**config.mk**
```make
export PLATFORM = sky130hd
export DESIGN_NAME = i2c_master_bus_arbitration
export DESIGN_NICKNAME = d
export VERILOG_FILES = /design/src/i2c_arb_pkg.sv /design/src/i2c_master_bus_arbitration.sv
export SDC_FILE = /design/constraint.sdc
export NUM_CORES = 1
export LEC_CHECK = 0
export BUFFER_PORTS_ARGS = -buffer_cell sky130_fd_sc_hd__buf_4
export CAP_MARGIN = 10
export CELL_PAD_IN_SITES_DETAIL_PLACEMENT = 1
export CELL_PAD_IN_SITES_GLOBAL_PLACEMENT = 2
export CORE_ASPECT_RATIO = 0.75
export CORE_MARGIN = 5
export CORE_UTILIZATION = 37
export CTS_CLUSTER_DIAMETER = 100
export DETAILED_ROUTE_END_ITERATION = 16
export GPL_ROUTABILITY_DRIVEN = 1
export PLACE_DENSITY_LB_ADDON = 0.12
export SYNTH_ARGS = -nofsm -noshare
export SYNTH_HDL_FRONTEND = slang
export SYNTH_SLANG_ARGS = --single-unit
```
**constraint.sdc**
```tcl
create_clock -name pclk -period 5.5 [get_ports pclk]
set_clock_uncertainty 0.1 [all_clocks]
set_input_delay 0 -clock pclk [delete_from_list [all_inputs] [get_ports pclk]]
set_output_delay 0 -clock pclk [all_outputs]
set_load 0.005 [all_outputs]
```
**src/i2c_arb_pkg.sv**
```systemverilog
// package for the i2c master arbitration block: register map, fields, resets
// assumes a 32-bit apb slave, byte addresses, one word per register
package i2c_arb_pkg;
   // register byte offsets
   localparam logic [7:0] OFF_CTRL = 8'h00;
   localparam logic [7:0] OFF_SEQ = 8'h04;
   localparam logic [7:0] OFF_STATUS = 8'h08;
   localparam logic [7:0] OFF_RATE = 8'h0C;
   localparam logic [7:0] OFF_BUF = 8'h10;
   // control register fields
   localparam int CTRL_EN = 0;
   localparam int CTRL_IE = 1;
   localparam int CTRL_SLEEP = 2;
   // sequence control fields
   localparam int SEQ_START = 0;
   localparam int SEQ_RSTART = 1;
   localparam int SEQ_STOP = 2;
   localparam int SEQ_RECV = 3;
   localparam int SEQ_ACK = 4;
   localparam int SEQ_ACKDT = 5;
   // status fields
   localparam int ST_BF = 0;
   localparam int ST_START_SEEN = 3;
   localparam int ST_STOP_SEEN = 4;
   localparam int ST_EVENT = 8;
   localparam int ST_BCOL = 9;
   localparam int ST_ACKSTAT = 10;
   localparam int ST_WAKE = 11;
   // reset values
   localparam logic [6:0] RATE_RESET = 7'h00;
   localparam logic [7:0] BUF_RESET = 8'h00;
   // sequencer states, one-hot
   typedef enum logic [6:0] {
      ST_IDLE = 7'b000_0001,
      ST_STA = 7'b000_0010,
      ST_RSTA = 7'b000_0100,
      ST_XFER = 7'b000_1000,
      ST_ACKS = 7'b001_0000,
      ST_STO = 7'b010_0000,
      ST_RECV = 7'b100_0000
   } seq_state_t;
endpackage

```
**src/i2c_master_bus_arbitration.sv**
```systemverilog
// i2c master sequencer with clock stretching and multi-master arbitration
// assumes open-drain pins resolved outside; apb master per amba; scl/sda async
// Functional notes
// - counter pauses until released clock reads high
// - clock high reloads counter from rate bits
// - sleep keeps receiving, wakes on byte if enabled
// - reset disables port and aborts transfer
// - start/stop seen cleared by reset, disable
// - stop detected while enabled raises port interrupt
// - released one read as zero is collision
// - loss detected in address, data, start, restart, ack
// - collision in transfer stops, clears full, releases
// - collision in sequences aborts, clears enables
// - after collision, stop sets port event flag
// - buffer write restarts from first bit
// - line low at start aborts with collision
// - start: data high loads; low clock collides
// - data low during first count asserts early
// - second start count ignores clock, then clock low
// - restart releases clock, low data collides
// - restart: early clock fall without data collides
// - restart ends driving data then clock low
// - stop: data low, release clock, check data
// - stop: clock low before data release collides
// - ack/stop completion idles, stop sets event
module i2c_master_bus_arbitration import i2c_arb_pkg::*; (
   // apb clock and reset
   input wire logic pclk,
   input wire logic presetn,
   // apb slave
   input wire logic psel,
   input wire logic penable,
   input wire logic pwrite,
   input wire logic [7:0] paddr,
   input wire logic [31:0] pwdata,
   output logic [31:0] prdata,
   output logic pready,
   output logic pslverr,
   // i2c pins, open drain: oe high pulls low
   input wire logic scl_in,
   output logic scl_out,
   output logic scl_oe,
   input wire logic sda_in,
   output logic sda_out,
   output logic sda_oe,
   // system
   output logic port_irq,
   output logic wake_req
);
   // pin synchronisers: three stages, change accepted when stages 2 and 3 agree
   logic [2:0] scl_sync, sda_sync;
   logic scl, sda;
   always_ff @(posedge pclk or negedge presetn) begin
      if (!presetn) begin
         scl_sync <= 3'h7;
         sda_sync <= 3'h7;
      end else begin
         scl_sync <= {scl_sync[1:0], scl_in};
         sda_sync <= {sda_sync[1:0], sda_in};
      end
   end
   always_ff @(posedge pclk or negedge presetn) begin
      if (!presetn) begin
         scl <= 1'b1;
         sda <= 1'b1;
      end else begin
         if (scl_sync[1] == scl_sync[2]) scl <= scl_sync[2];
         if (sda_sync[1] == sda_sync[2]) sda <= sda_sync[2];
      end
   end
   logic scl_q, sda_q;
   always_ff @(posedge pclk or negedge presetn) begin
      if (!presetn) begin
         scl_q <= 1'b1;
         sda_q <= 1'b1;
      end else begin
         scl_q <= scl;
         sda_q <= sda;
      end
   end
   // bus condition detection from filtered levels
   wire start_det = scl && scl_q && sda_q && !sda;
   wire stop_det = scl && scl_q && !sda_q && sda;

   // apb decode
   wire wr = psel && penable && pwrite;
   wire rd_buf = psel && penable && !pwrite && (paddr == OFF_BUF);
   wire wr_ctrl = wr && (paddr == OFF_CTRL);
   wire wr_seq = wr && (paddr == OFF_SEQ);
   wire wr_stat = wr && (paddr == OFF_STATUS);
   wire wr_rate = wr && (paddr == OFF_RATE);
   wire wr_buf = wr && (paddr == OFF_BUF);
   wire mapped = (paddr == OFF_CTRL) || (paddr == OFF_SEQ) || (paddr == OFF_STATUS) ||
                 (paddr == OFF_RATE) || (paddr == OFF_BUF);
   assign pready = 1'b1;
   assign pslverr = psel && penable && !mapped;

   // registers
   logic enable, irq_en, sleeping;
   logic [6:0] rate_reload_register;
   logic [7:0] transfer_buffer, shifter;
   logic [5:0] sequence_control_reg;
   logic buffer_full_flag, port_event_flag, bus_collision_flag, ackstat;
   logic start_seen, stop_seen;
   seq_state_t state, next_state;
   logic [6:0] bit_rate_counter;
   logic brg_run;
   logic [1:0] phase;
   logic [3:0] bitcnt;
   logic scl_drv, sda_drv;

   // counter stops at zero while running and holds there until the sequencer reloads it
   wire brg_zero = brg_run && (bit_rate_counter == 7'h00);
   wire idle = (state == ST_IDLE);

   // collision detection per state and phase
   logic coll;
   always_comb begin
      coll = 1'b0;
      unique case (state)
         ST_IDLE: coll = 1'b0;
         ST_STA: coll = (phase == 2'd0 && (!sda || !scl)) ||
                        (phase == 2'd1 && sda && !scl);
         ST_RSTA: coll = (phase == 2'd1 && scl && !sda) ||
                         (phase == 2'd2 && sda && !scl);
         ST_XFER: coll = !sda_drv && scl && !sda && bitcnt < 4'd8;
         ST_ACKS: coll = !sda_drv && scl && !sda;
         ST_STO: coll = (phase == 2'd2 && !scl) ||
                        (phase == 2'd3 && brg_zero && !sda);
         ST_RECV: coll = 1'b0;
      endcase
   end

   wire abort = coll || !enable;
   // buffer writes are refused while a sequence runs or the buffer is full
   wire buf_ok = wr_buf && idle && !buffer_full_flag;
   wire byte_done = (state == ST_RECV) && brg_zero && phase == 2'd1 && bitcnt == 4'd7;
   wire ack_done = (state == ST_ACKS) && brg_zero && phase == 2'd1;
   wire stop_done = (state == ST_STO) && brg_zero && phase == 2'd3 && sda;
   wire xfer_done = (state == ST_XFER) && brg_zero && phase == 2'd1 && bitcnt == 4'd8;

   // sequencer, counter and line drivers
   always_ff @(posedge pclk or negedge presetn) begin
      if (!presetn) begin
         state <= ST_IDLE;
         phase <= 2'd0;
         bitcnt <= 4'h0;
         brg_run <= 1'b0;
         bit_rate_counter <= 7'h00;
         scl_drv <= 1'b0;
         sda_drv <= 1'b0;
         shifter <= 8'h00;
      end else if (abort) begin
         state <= ST_IDLE;
         brg_run <= 1'b0;
         scl_drv <= 1'b0;
         sda_drv <= 1'b0;
         phase <= 2'd0;
      end else begin
         if (brg_run && !brg_zero) bit_rate_counter <= bit_rate_counter - 7'h01;
         unique case (state)
            ST_IDLE: begin
               phase <= 2'd0;
               if (buf_ok) begin
                  state <= ST_XFER;
                  shifter <= pwdata[7:0];
                  bitcnt <= 4'h0;
                  sda_drv <= !pwdata[7];
                  bit_rate_counter <= rate_reload_register;
                  brg_run <= 1'b1;
               end else if (sequence_control_reg[SEQ_START]) begin
                  state <= ST_STA;
               end else if (sequence_control_reg[SEQ_RSTART]) begin
                  state <= ST_RSTA;
                  sda_drv <= 1'b0;
                  bit_rate_counter <= rate_reload_register;
                  brg_run <= 1'b1;
               end else if (sequence_control_reg[SEQ_STOP]) begin
                  state <= ST_STO;
                  sda_drv <= 1'b1;
               end else if (sequence_control_reg[SEQ_ACK]) begin
                  state <= ST_ACKS;
                  sda_drv <= !sequence_control_reg[SEQ_ACKDT];
                  scl_drv <= 1'b1;
                  bit_rate_counter <= rate_reload_register;
                  brg_run <= 1'b1;
               end else if (sequence_control_reg[SEQ_RECV]) begin
                  state <= ST_RECV;
                  sda_drv <= 1'b0;
                  bitcnt <= 4'h0;
                  bit_rate_counter <= rate_reload_register;
                  brg_run <= 1'b1;
               end
            end
            ST_STA: begin
               if (phase == 2'd0) begin
                  phase <= 2'd1;
                  bit_rate_counter <= rate_reload_register;
                  brg_run <= 1'b1;
               end else if (phase == 2'd1 && (!sda || brg_zero)) begin
                  sda_drv <= 1'b1;
                  phase <= 2'd2;
                  bit_rate_counter <= rate_reload_register;
               end else if (phase == 2'd2 && brg_zero) begin
                  scl_drv <= 1'b1;
                  brg_run <= 1'b0;
                  state <= ST_IDLE;
               end
            end
            ST_RSTA: begin
               if (phase == 2'd0 && brg_zero) begin
                  scl_drv <= 1'b0;
                  brg_run <= 1'b0;
                  phase <= 2'd1;
               end else if (phase == 2'd1 && scl) begin
                  bit_rate_counter <= rate_reload_register;
                  brg_run <= 1'b1;
                  phase <= 2'd2;
               end else if (phase == 2'd2 && (brg_zero || !sda)) begin
                  sda_drv <= 1'b1;
                  bit_rate_counter <= rate_reload_register;
                  phase <= 2'd3;
               end else if (phase == 2'd3 && brg_zero) begin
                  scl_drv <= 1'b1;
                  brg_run <= 1'b0;
                  state <= ST_IDLE;
               end
            end
            ST_XFER, ST_RECV, ST_ACKS: begin
               // phase 0: clock low count; phase 1: released, high count
               if (phase == 2'd0 && brg_zero) begin
                  scl_drv <= 1'b0;
                  brg_run <= 1'b0;
                  phase <= 2'd1;
               end else if (phase == 2'd1 && !brg_run && scl) begin
                  bit_rate_counter <= rate_reload_register;
                  brg_run <= 1'b1;
                  if (state == ST_RECV) shifter <= {shifter[6:0], sda};
                  if (state == ST_XFER && bitcnt == 4'd8) shifter <= {7'h00, sda};
               end else if (phase == 2'd1 && brg_zero) begin
                  scl_drv <= 1'b1;
                  phase <= 2'd0;
                  bit_rate_counter <= rate_reload_register;
                  bitcnt <= bitcnt + 4'h1;
                  if (xfer_done || byte_done || ack_done) begin
                     state <= ST_IDLE;
                     brg_run <= 1'b0;
                     if (state == ST_ACKS) sda_drv <= 1'b0;
                  end else if (state == ST_XFER) begin
                     shifter <= {shifter[6:0], 1'b0};
                     sda_drv <= (bitcnt < 4'd7) ? !shifter[6] : 1'b0;
                  end
               end
            end
            ST_STO: begin
               if (phase == 2'd0 && !sda) begin
                  scl_drv <= 1'b0;
                  phase <= 2'd1;
               end else if (phase == 2'd1 && scl) begin
                  bit_rate_counter <= rate_reload_register;
                  brg_run <= 1'b1;
                  phase <= 2'd2;
               end else if (phase == 2'd2 && brg_zero) begin
                  sda_drv <= 1'b0;
                  bit_rate_counter <= rate_reload_register;
                  phase <= 2'd3;
               end else if (stop_done) begin
                  brg_run <= 1'b0;
                  state <= ST_IDLE;
               end
            end
         endcase
      end
   end

   // software-facing registers and flags; hardware set wins over clear
   always_ff @(posedge pclk or negedge presetn) begin
      if (!presetn) begin
         enable <= 1'b0;
         irq_en <= 1'b0;
         sleeping <= 1'b0;
         rate_reload_register <= RATE_RESET;
         transfer_buffer <= BUF_RESET;
         sequence_control_reg <= 6'h00;
         buffer_full_flag <= 1'b0;
         port_event_flag <= 1'b0;
         bus_collision_flag <= 1'b0;
         ackstat <= 1'b0;
         start_seen <= 1'b0;
         stop_seen <= 1'b0;
      end else begin
         if (wr_ctrl) begin
            enable <= pwdata[CTRL_EN];
            irq_en <= pwdata[CTRL_IE];
            sleeping <= pwdata[CTRL_SLEEP];
         end else if (wake_req) begin
            sleeping <= 1'b0;
         end
         if (wr_rate) rate_reload_register <= pwdata[6:0];
         // enables accepted only when idle; cleared on start of use or abort
         if (abort) begin
            sequence_control_reg[4:0] <= 5'h00;
         end else if (wr_seq && idle) begin
            sequence_control_reg <= pwdata[5:0];
         end else if (idle && state != next_state) begin
            sequence_control_reg[4:0] <= 5'h00;
         end
         if (buf_ok) begin
            transfer_buffer <= pwdata[7:0];
            buffer_full_flag <= 1'b1;
         end else if (coll || xfer_done) begin
            buffer_full_flag <= 1'b0;
         end else if (byte_done) begin
            transfer_buffer <= shifter;
            buffer_full_flag <= 1'b1;
         end else if (rd_buf) begin
            buffer_full_flag <= 1'b0;
         end
         if (xfer_done) ackstat <= shifter[0];
         // events set the port flag: stop seen while enabled, own stop, byte received, transfer or ack done
         if (stop_det && enable || stop_done || byte_done || xfer_done || ack_done) begin
            port_event_flag <= 1'b1;
         end else if (wr_stat && pwdata[ST_EVENT]) begin
            port_event_flag <= 1'b0;
         end
         if (coll && enable) begin
            bus_collision_flag <= 1'b1;
         end else if (wr_stat && pwdata[ST_BCOL]) begin
            bus_collision_flag <= 1'b0;
         end
         if (!enable) begin
            start_seen <= 1'b0;
            stop_seen <= 1'b0;
         end else if (start_det) begin
            start_seen <= 1'b1;
            stop_seen <= 1'b0;
         end else if (stop_det) begin
            stop_seen <= 1'b1;
            start_seen <= 1'b0;
         end
      end
   end

   // next_state only used to see that a sequence was launched from idle
   always_comb begin
      next_state = state;
      if (idle && (buf_ok || |sequence_control_reg[4:0])) next_state = ST_XFER;
   end

   // read mux
   wire [31:0] status_word = {21'h00000, ackstat, bus_collision_flag, port_event_flag, 3'h0,
                              stop_seen, start_seen, 2'h0, buffer_full_flag};
   always_comb begin
      prdata = 32'h0000_0000;
      if (psel && !pwrite) begin
         unique case (paddr)
            OFF_CTRL: prdata = {29'h0, sleeping, irq_en, enable};
            OFF_SEQ: prdata = {26'h0, sequence_control_reg};
            OFF_STATUS: prdata = status_word;
            OFF_RATE: prdata = {25'h0, rate_reload_register};
            OFF_BUF: prdata = {24'h0, transfer_buffer};
            default: prdata = 32'h0000_0000;
         endcase
      end
   end

   // outputs: pins pulled low while drive is set; output levels tied low, not left to software
   assign scl_out = 1'b0;
   assign sda_out = 1'b0;
   assign scl_oe = scl_drv;
   assign sda_oe = sda_drv;
   assign port_irq = irq_en && (port_event_flag || bus_collision_flag);
   assign wake_req = sleeping && irq_en && port_event_flag;
endmodule

```
# == Word level (Yosys, flattened, before mapping) ==
# Cells that the tools add are included.
# classes
n_mux,163
n_lt_le_gt_ge,2
n_reduce_logical,117
addsub,2
bitwise,1
n_eq_ne,81
# op_table
cell,n
7-bit 2-to-1 mux,41
8-bit 2-to-1 mux,11
1-bit 2-to-1 mux,76
7-bit one-hot mux with 5 select lines,2
3-bit != test (second input constant),22
1-bit logical AND,63
11-bit one-hot mux with 5 select lines,1
4-bit != test (second input constant),11
4-bit 2-to-1 mux,9
3-bit by 2-bit != test with 1-bit output (second input constant),11
32-bit 2-to-1 mux,1
5-bit != test (second input constant),5
2-bit 2-to-1 mux,12
1-bit logical OR,19
8-bit by 4-bit == test with 1-bit output (second input constant),2
8-bit one-hot mux with 2 select lines,1
16-bit AND reduction,1
5-bit 2-to-1 mux,3
1-bit one-hot mux with 5 select lines,3
15-bit AND reduction,1
14-bit AND reduction,1
1-bit zero test,13
12-bit AND reduction,1
2-bit one-hot mux with 5 select lines,1
other kinds (44),55
# totals
ff_bits,71
wordCells,393
in_bits,47
output_inout_bits,40

# == Logic depth before layout (Yosys ltp) ==
# Gate-level depths: netlist of run 1.
# logic_depth
ltp_word,13
ltp_mapped,10
mapped_depth_nobuf,8

# == Least setup slack after synthesis of run 1 ==
# Ideal clock, no wire load.
# synth_path
path_kind,reg2reg
startpoint,register state[0]
endpoint,register shifter[0]
period_less_slack_ns,2.871
required_time_ns,5.275
arrival_ns,2.646
path_slack_ns,2.629
path_buffers,1
path_stages_with_launch,7
setup_time_ns,0.125
path_cell_list,dfstp_2 > buf_4 > or4_4 > or4_4 > a311o_1 > a211oi_4 > mux2_2
# synth_via
elab_chain_cells,8
word_cells_on_any_way,37
# synth_lines
item,line,text
start: declaration,i2c_master_bus_arbitration.sv:105,"seq_state_t state, next_state;"
start signal: assignment,i2c_master_bus_arbitration.sv:145,state <= ST_IDLE;
start signal: assignment,i2c_master_bus_arbitration.sv:154,state <= ST_IDLE;
start signal: assignment,i2c_master_bus_arbitration.sv:165,state <= ST_XFER;
7-bit by 4-bit == test with 1-bit output or 7-bit == test (tied branches),-,
"1-bit logical AND, on equally long branches (3 in a row)","i2c_master_bus_arbitration.sv:140, i2c_master_bus_arbitration.sv:137",
1-bit logical OR (2 in a row),i2c_master_bus_arbitration.sv:245,if (xfer_done || byte_done || ack_done) begin
3-bit != test (no line),-,
8-bit AND reduction (no line),-,
end signal: assignment,i2c_master_bus_arbitration.sv:238,"if (state == ST_RECV) shifter <= {shifter[6:0], sda};"
end signal: assignment,i2c_master_bus_arbitration.sv:239,"if (state == ST_XFER && bitcnt == 4'd8) shifter <= {7'h00, sda};"
end signal: assignment,i2c_master_bus_arbitration.sv:250,"shifter <= {shifter[6:0], 1'b0};"
end: declaration,i2c_master_bus_arbitration.sv:101,"logic [7:0] transfer_buffer, shifter;"
# Several ways; a longest one is shown, not always the timed one. The select of a mux whose other input is x is not followed.
# A chain may end at the register's enable or synchronous reset.

# == Final worst setup path of run 1 ==
# layout_path
startpoint,register bit_rate_counter[0]
endpoint,register shifter[7]
# layout_via
elab_chain_cells,9
word_cells_on_any_way,24
# layout_lines
item,line,text
start: declaration,i2c_master_bus_arbitration.sv:106,logic [6:0] bit_rate_counter;
start signal: assignment,i2c_master_bus_arbitration.sv:160,if (brg_run && !brg_zero) bit_rate_counter <= bit_rate_counter - 7'h01;
start signal: assignment,i2c_master_bus_arbitration.sv:169,bit_rate_counter <= rate_reload_register;
start signal: assignment,i2c_master_bus_arbitration.sv:176,bit_rate_counter <= rate_reload_register;
7-bit zero test *,i2c_master_bus_arbitration.sv:113,wire brg_zero = brg_run && (bit_rate_counter == 7'h00);
1-bit logical AND *,i2c_master_bus_arbitration.sv:113,
"1-bit logical AND, on equally long branches (2 in a row)","i2c_master_bus_arbitration.sv:129, i2c_master_bus_arbitration.sv:137, i2c_master_bus_arbitration.sv:140",
1-bit logical OR (tied with other cells),i2c_master_bus_arbitration.sv:128,ST_STO: coll = (phase == 2'd2 && !scl) ||
1-bit one-hot mux with 6 select lines or 1-bit logical OR (tied branches),"i2c_master_bus_arbitration.sv:120, i2c_master_bus_arbitration.sv:245",
"1-bit logical OR, on equally long branches","i2c_master_bus_arbitration.sv:134, i2c_master_bus_arbitration.sv:245",
1-bit inverter (no line) or 3-bit != test (tied branches),-,
8-bit AND reduction (no line) *,-,
end signal: assignment,i2c_master_bus_arbitration.sv:166,shifter <= pwdata[7:0];
end signal: assignment,i2c_master_bus_arbitration.sv:238,
end signal: assignment,i2c_master_bus_arbitration.sv:239,
# Every way passes the cells marked *; elsewhere a longest branch is shown, timed or not.

==> out/results.tsv, run 1 <==
metric	value	unit
run_status	complete, no violations	
hold-worst-slack	0.0684	ns
setup_viol	0	
hold_start	penable	
leakage	0.00236	µW
avgSynthCellArea	9.00	µm²
ff_latch_area	1790	µm²
p_per_area	226	nW/µm²
ys_types	72	
numCtsBuffers	9	
synth_edf_count	0	
port_buffers	40	
synth.yosys.seq_area_share	37.7	%
tns	0	ns
cp-start-kind	flop	
report.final.slew_viol_count	0	
routed_wl	16700	µm
row_count	35	
ir_drop	0.000132	V
slew_headroom	27.0	%
clockBufferDepth	2	
grt_pass1_vias	4532	
dr.pass1.iters	7	
grt_max_degree	72	
clk_latency	0.34	ns
area.growth.synth_to_final	16.1	%
start_util	38.2	%
wl_per_cell	22.7	µm
cts_tree	done	
end_kind	flop	
critical_path.slowest_cell	nor4b_1	
cts_root_buffer	clkbuf_16	
die_h	108	µm
regToRegStartpoint	bit_rate_counter[0]$_DFFE_PN0N_	
pin_count	87	
criticalPathCategory	reg2reg	
grt-ovfl-total	0	
n_fill_cell	1447	
core	12400	µm²
reg2reg_slack	1.80	ns
grt_setup_unrepaired	false	
timing.final.crit_share	67.3	%
die-area	15200	µm²
chipWidth	141	µm
cts_sinks	71	
r2r_cells	8	
drv_cap	0	
h-tree-depth	3	
layout-drive-gt1-share	18.7	%
crit_path_max_fanout	8	
crit_start	bit_rate_counter[0]$_DFFE_PN0N_	
synth_cells	528	
power	1250	µW
diodes	0	
cts-resized-gates	0	
grt_pass1_wl	26300	µm
place_hpwl	12300	µm
gp_congestion	0.899	
tightest_slew	1.09	ns
synthArstFlopShare	100	%
min_to	buffer_full_flag$_DFFE_PN0P_	
critical_path.max_stage_delay	0.68	ns
final_cell_mix	dfrtp_1 (60), buf_4 (43), nand2_1 (40), nor2_1 (30), o21ai_0 (30)	
syn_area	4750	µm²
synth_ff_type	dfrtp_1	
dr.first_iter.drc_count	386	
arrival	3.82	ns
min_path_type	in2reg	
ys_ff_latch	71	
fin_crit	3.70	ns
timing.fmax	270	MHz
mostFrequentLayoutCell	dfrtp_1	
final-hold-violation-count	0	
grt_use_total	22.3	%
multi_input_area	2710	µm²
cp_cell_sequence	inv_1 > ha_1 > nor4b_1 > nand3_1 > nor4_1 > a211oi_1 > a211oi_4 > mux2_2	
whs_path_depth	6	
cp_data_required_time	5.62	ns
antenna_found_initial	0	
nets	614	
postLayoutCoreUtil	44.4	%
drc	0	
vias	4482	
viasPerCell	6.11	
reg_top3	shifter (8), transfer_buffer (8)	
antenna_left	0	
ys_warn_count	0	
clk_pin_slew_worst_paths	0.06	ns
r2r_end	shifter[7]$_DFFE_PN0P_	
-- kinds of logic (layout without fill, tap and decap cells) --
kind of cell	after synthesis	in the layout	synth area share, %
other cells	2	24	0.158
compound gates	143	143	21.6
flops	71	71	37.7
simple gates	199	199	22.9
xor+xnor	3	3	0.553
mux	37	37	8.32
fa+ha+maj	6	6	1.47
buf+inv	67	85	7.34
-- how the worst max path moves through the flow --
stage / depth (start not counted) / slack (ns) / endpoint
floorplan: 6 / 2.63 / shifter[0]$_DFFE_PN0P_
global placement: 9 / 1.92 / bit_rate_counter[1]$_DFFE_PN0N_
detailed placement: 8 / 1.83 / shifter[4]$_DFFE_PN0P_
CTS: 8 / 1.81 / shifter[4]$_DFFE_PN0P_
global route: 9 / 1.55 / bit_rate_counter[1]$_DFFE_PN0N_
finish: 8 / 1.80 / shifter[7]$_DFFE_PN0P_
-- worst max-delay path, delay by kind of cell (launching register included) --
family | cells | cell delay (ns)
and+or+nand+nor | 3 | 1.66
AOI/OAI and AO/OA | 2 | 0.76
DFF | 1 | 0.41
muxes | 1 | 0.39
adders and majority gates | 1 | 0.17
buffers and inverters | 1 | 0.09
-- synthesized netlist by cell type, types with 3 or more instances --
library cell	n	share of area (%)
inv_1	12	0.95
a31oi_1	11	1.4
or2_2	4	0.53
nand3b_1	4	0.63
and3_1	14	1.8
mux2i_1	17	3.6
a21oi_1	23	2.4
a22oi_1	4	0.63
nor2_1	30	2.4
nor2b_1	10	1.3
nand3_1	27	2.8
buf_2	3	0.32
nor3_1	15	1.6
nand2_1	40	3.2
buf_4	25	3.9
nand2b_1	6	0.79
or3_1	7	0.92
o31ai_1	4	0.63
buf_1	4	0.32
nor4_1	9	1.2
o221ai_1	3	0.55
o22ai_1	4	0.53
and2_1	5	0.66
mux2_2	20	4.7
a222oi_1	5	1.1
o21ai_0	30	3.2
ha_1	4	1.1
dfrtp_1	60	32
clkbuf_1	23	1.8
nor4b_1	4	0.74
dfstp_2	11	6.1
and3b_1	3	0.55
nand4_1	6	0.79
a22o_1	14	2.6
a211oi_1	6	0.95
a2bb2oi_1	7	1.3
or4_1	4	0.63
a32o_1	3	0.63
-- per-stage QoR --
step | std cells | instance area, µm² | setup WS, ns
floorplan | 550 | 4840 | 2.63
global placement | 704 | 5070 | 1.92
detailed placement | 704 | 5070 | 1.83
CTS | 734 | 5520 | 1.81
global route | 734 | 5520 | 1.55
finish | 734 | 5520 | 1.80
-- metal layers --
metal	vias to the layer above	track usage (%)	share of wire, %
li1	2024	-	-
met1	2310	33.6	49
met2	137	33.4	45
met3	11	3.71	5.3
met4	0	5.33	0.82
met5	-	0	0
-- what timing repair did --
item,in CTS,in global routing
hold endpoints to repair,95,0
buffers inserted,0,0
hold buffers,14,0
-- where the power goes --
part / internal, µW / leakage [µW] / switching [µW]
clock network: 375 / 0.000152 / 242
registers: 537 / 0.000841 / 16.7
logic: 33.6 / 0.00137 / 43.3
-- area by class of cell --
class,instances,share of cell area [%]
clock buffers,11,4.58
flip-flops and latches,71,32.4
repair buffers,57,8.39
inverters,12,0.816
multi-input cells,412,49.0
well taps,166,3.76
clock inverters,5,1.02
Power figures use the tool's default switching activity.
==> run 2, diff against run 1 <==
Settings changed: CORE_UTILIZATION 37 to 34.
Clock period 5.5 ns to 3.41 ns, I/O delays scaled along.
==> run 2 against run 1 <==
Compared with the run above: first-iteration DRC count fell by 9.8%; sequential power rose by 61%; die area rose by 8.1%; critical path depth fell by 1; clock-buffer cell count fell by 1; utilization fell by 2.8 points; combinational power rose by 64%; final cell count rose by 4.2%; design area rose by 3.2%; clock power rose by 60%; global-route usage fell by 1.4 points; largest cell class unchanged.
==> out/results.tsv, run 2 (synthesis gave the netlist of run 1 again) <==
metric	value	unit	change
stdcell_area	5690	µm²	+3.2%
diodes	0		unchanged
timing.final.crit_share	89.3	%	+22 points
port_buffers	40		unchanged
die-area	16500	µm²	+8.1%
nets	636		+3.6%
h-tree-depth	3		unchanged
clk_pin_slew_worst_paths	0.06	ns	about the same
dr.first_iter.drc_count	348		-9.8%
slew_headroom	33.3	%	+6.3 points
cp-start-kind	flop		
leakage	0.00247	µW	+4.4%
tightest_slew	0.988	ns	-0.104 ns
p_comb_share	6.3	%	about the same
grt_pass1_wl	26800	µm	+1.6%
clockBufferDepth	2		unchanged
end_kind	flop		
min_path_type	in2reg		
intPower	1510	µW	+60%
cp-endpoint	bit_rate_counter[6]$_DFFE_PN0N_		
run_status	complete, no violations		
p_sw	498	µW	+65%
start_util	34.7	%	-3.5 points
crit_start	state[4]$_DFFE_PN0P_		
p_per_area	353	nW/µm²	+56%
cts_tree	done		
reg2reg_slack	0.37	ns	-1.44 ns
p_seq_share	44.5	%	about the same
cts_root_buffer	clkbuf_16		
timing.fmax	328	MHz	+21%
wl_per_cell	22.4	µm	-1.6%
r2r_end	bit_rate_counter[6]$_DFFE_PN0N_		
vias	4537		+1.2%
mostFrequentLayoutCell	buf_4		
report.final.slew_viol_count	0		unchanged
criticalPathCategory	reg2reg		
numCtsBuffers	9		unchanged
hold-worst-slack	0.0704	ns	+0.00194 ns
clk_latency	0.34	ns	about the same
layout-drive-gt1-share	21.7	%	+3.0 points
r2r_cells	7		-1
place_hpwl	12900	µm	+5.5%
fin_cells	765		+4.2%
cts_sinks	71		unchanged
clkPwrFrac	49.3	%	-0.2 points
grt-ovfl-total	0		unchanged
switching_share	24.8	%	+0.57 points
grt_setup_unrepaired	false		
area.growth.synth_to_final	19.8	%	
regToRegStartpoint	state[4]$_DFFE_PN0P_		
core	13700	µm²	+10%
grt_max_degree	72		unchanged
drv_cap	0		unchanged
final-hold-violation-count	0		unchanged
grt_pass1_vias	4551		+0.42%
arrival	3.17	ns	-0.65 ns
tns	0	ns	unchanged
final_cell_mix	buf_4 (65), dfrtp_1 (60), nand2_1 (40), nor2_1 (30), o21ai_0 (30)		
setup_viol	0		unchanged
pin_count	87		unchanged
antenna_left	0		unchanged
chipWidth	147	µm	+4.0%
dpl-instance-area	5250	µm²	+3.5%
reg_top3	shifter (8), transfer_buffer (8)		
row_count	37		+5.7%
antenna_found_initial	0		unchanged
cp_data_required_time	3.54	ns	-2.08 ns
dr.pass1.iters	5		-2
routed_wl	17100	µm	+2.5%
cts-resized-gates	0		unchanged
gp_congestion	0.877		-2.5%
die_h	112	µm	+3.9%
drc	0		unchanged
place_inst	735		+4.4%
fin_crit	3.04	ns	-0.654 ns
crit_path_max_fanout	14		+6
power	2010	µW	+61%
grt_use_total	20.9	%	-1.4 points
ir_drop	0.000243	V	+84%
viasPerCell	5.93		-2.9%
==> run 2: metal layers <==
metal / part of all wire, % / GRT usage [%] / routed length [µm]
met4: 1.8 / 6.45 / 308
met3: 5.5 / 3.75 / 940
met5: 0 / 0 / 0
met2: 43 / 30.4 / 7420
met1: 49 / 31.5 / 8430
==> run 2: worst min path at each step <==
stage	start	endpoint	slack, ns	depth (start not counted)
finish	penable	buffer_full_flag$_DFFE_PN0P_	0.07	6
global route	penable	buffer_full_flag$_DFFE_PN0P_	0.08	6
CTS	penable	buffer_full_flag$_DFFE_PN0P_	0.07	6
detailed placement	scl_in	scl_sync[0]$_DFF_PN1_	0.01	1
global placement	scl_in	scl_sync[0]$_DFF_PN1_	0.009	1
floorplan	presetn	ackstat$_DFFE_PN0P_	-0.40	0
==> run 2: critical path, cell delays in order, from the launching register on <==
cell and delay (ns):
dfrtp_1 0.53, nor4_1 0.65, o311ai_0 0.52, and2_1 0.34, a211oi_2 0.21, buf_4 0.26, mux2i_1 0.23, a2bb2oi_1 0.09
==> run 2: per-stage QoR <==
stage	setup WS [ns]	utilization, %
3_3_place_gp	0.482	38.3
6_report	0.365	41.6
4_1_cts	0.415	41.6
3_5_place_dp	0.438	38.3
5_1_grt	0.265	41.6
2_1_floorplan	0.539	-
==> run 2: layout make-up <==
type | instances | area [µm²]
clock buffers | 10 | 239
clock inverters | 6 | 67.6
fillers | 1592 | 8010
inverters | 12 | 45.0
multi-input cells | 412 | 2710
flip-flops and latches | 71 | 1790
well taps | 175 | 219
repair buffers | 79 | 628
==> run 2: power groups by stage <==
stage	Sequential [µW]	Clock [µW]	Combinational [µW]
floorplan	892	0	73.8
global placement	907	0	110
detailed placement	908	0	113
CTS	893	1020	126
global route	896	1060	139
finish	894	990	126
==> run 2: timing repair <==
item / CTS / global route
hold buffers: 14 / 0
setup buffers: 0 / 0
hold endpoints to repair: 97 / 0
==> run 3, diff against run 2 <==
Settings changed: BUFFER_PORTS_ARGS -buffer_cell sky130_fd_sc_hd__buf_4 to -buffer_cell sky130_fd_sc_hd__buf_2.
==> run 3 against run 2 <==
Compared with the run above: register-to-register slack is essentially flat; global-route usage fell by 0.21 points; worst hold slack worse by 0.0024 ns; clock-buffer cell count is the same; utilization shrank 0.60 points; critical path depth up 1; first-iteration DRC count grew 17%; sequential power barely moved; maximum frequency about the same.
==> out/results.tsv, run 3 (synthesis gave the netlist of run 1 again) <==
metric	value	unit	change
run_status	complete, no violations		
cp-endpoint	sda_oe$_DFFE_PN0P_		
row_count	37		unchanged
antenna_found_initial	0		unchanged
timing.fmax	329	MHz	about the same
ir_drop	0.000231	V	-4.7%
p_per_area	367	nW/µm²	+4.1%
diodes	0		unchanged
nets	636		unchanged
crit_start	bit_rate_counter[0]$_DFFE_PN0N_		
viasPerCell	5.88		-0.77%
die-area	16500	µm²	unchanged
core	13700	µm²	unchanged
slew_headroom	34.8	%	+1.5 points
min_path_type	in2reg		
grt_pass1_vias	4681		+2.9%
grt-ovfl-total	0		unchanged
start_util	34.7	%	unchanged
cts_setup_buffers	0		unchanged
place_hpwl	12700	µm	-2.0%
end_kind	flop		
die_h	112	µm	unchanged
drv_cap	0		unchanged
cts_root_buffer	clkbuf_16		
r2r_end	sda_oe$_DFFE_PN0P_		
cp_data_required_time	3.51	ns	-0.03 ns
timing.final.crit_share	89.2	%	about the same
mostFrequentLayoutCell	dfrtp_1		
crit_path_max_fanout	10		-4
fin_cells	765		unchanged
grt_pass1_wl	26700	µm	-0.10%
reg2reg_slack	0.37	ns	about the same
vias	4502		-0.77%
grt_setup_unrepaired	false		
cts.hold.buffers_added	14		unchanged
regToRegStartpoint	bit_rate_counter[0]$_DFFE_PN0N_		
tns	0	ns	unchanged
hold-worst-slack	0.0680	ns	-0.00240 ns
cts_sinks	71		unchanged
cp-start-kind	flop		
area.growth.synth_to_final	18.0	%	
clk_pin_slew_worst_paths	0.07	ns	about the same
reg_top3	shifter (8), transfer_buffer (8)		
place_inst	735		unchanged
final_cell_mix	dfrtp_1 (60), nand2_1 (40), buf_2 (39), nor2_1 (30), o21ai_0 (30)		
layout-drive-gt1-share	21.5	%	-0.17 points
h-tree-depth	3		unchanged
fin_crit	3.04	ns	-0.00293 ns
tightest_slew	0.966	ns	-0.0220 ns
numCtsBuffers	9		unchanged
leakage	0.00245	µW	-0.57%
report.final.slew_viol_count	0		unchanged
final-hold-violation-count	0		unchanged
cts_tree	done		
criticalPathCategory	reg2reg		
wl_per_cell	22.2	µm	-0.72%
grt_use_total	20.7	%	-0.21 points
antenna_left	0		unchanged
setup_viol	0		unchanged
pin_count	87		unchanged
drc	0		unchanged
clockBufferDepth	2		unchanged
dr.pass1.iters	5		unchanged
grt_max_degree	72		unchanged
dr.first_iter.drc_count	406		+17%
r2r_cells	8		+1
gp_congestion	0.886		+1.1%
cts-resized-gates	0		unchanged
routed_wl	17000	µm	-0.72%
arrival	3.14	ns	-0.03 ns
chipWidth	147	µm	unchanged
clk_latency	0.34	ns	about the same
port_buffers	40		unchanged
hold_start	penable		
==> run 3: worst min-delay path by stage <==
stage                                               to  slack [ns]  cells after the start
final                     buffer_full_flag$_DFFE_PN0P_        0.07                      6
after global routing              sleeping$_DFFE_PN0P_        0.11                      4
after CTS                 buffer_full_flag$_DFFE_PN0P_        0.07                      6
after detailed placement         sda_sync[0]$_DFF_PN1_       0.009                      1
after global placement           sda_sync[0]$_DFF_PN1_       0.006                      1
after floorplan                    ackstat$_DFFE_PN0P_       -0.40                      0
==> run 3: critical path: stages, from the launching register on <==
cell and delay, ns:
dfrtp_1 0.41, inv_1 0.09, ha_1 0.17, or4b_2 0.76
nor3_1 0.26, buf_4 0.18, o2bb2ai_1 0.10, o41a_1 0.43
a211oi_1 0.38
==> run 3: area by class of cell <==
type | count | area [µm²]
fillers | 1612 | 8090
multi-input cells | 412 | 2710
flip-flops and latches | 71 | 1790
repair buffers | 79 | 531
clock buffers | 10 | 229
well taps | 175 | 219
clock inverters | 6 | 92.6
inverters | 12 | 45.0
==> run 3: layer usage <==
layer	GRT usage, %	up-vias	part of all wire, %
met5	0	-	0
met4	4.95	0	1.2
met3	4.12	18	4.8
met2	30.6	120	43
met1	31.1	2312	51
li1	-	2052	-
==> run 3: power breakdown <==
| part | internal, µW | switching, µW |
|---|---|---|
| clock | 647 | 403 |
| sequential | 866 | 27.4 |
| combinational | 47.1 | 71.6 |
| total | 1560 | 502 |
==> run 3: metrics by stage <==
step | setup WS [ns] | total power (µW) | cell area [µm²] | utilization [%]
detailed placement | 0.438 | 1010 | 5150 | 37.6
finish | 0.368 | 2060 | 5610 | 41.0
CTS | 0.396 | 2080 | 5610 | 41.0
global placement | 0.478 | 1010 | 5150 | 37.6
global route | 0.193 | 2130 | 5610 | 41.0
floorplan | 0.539 | 966 | 4840 | -
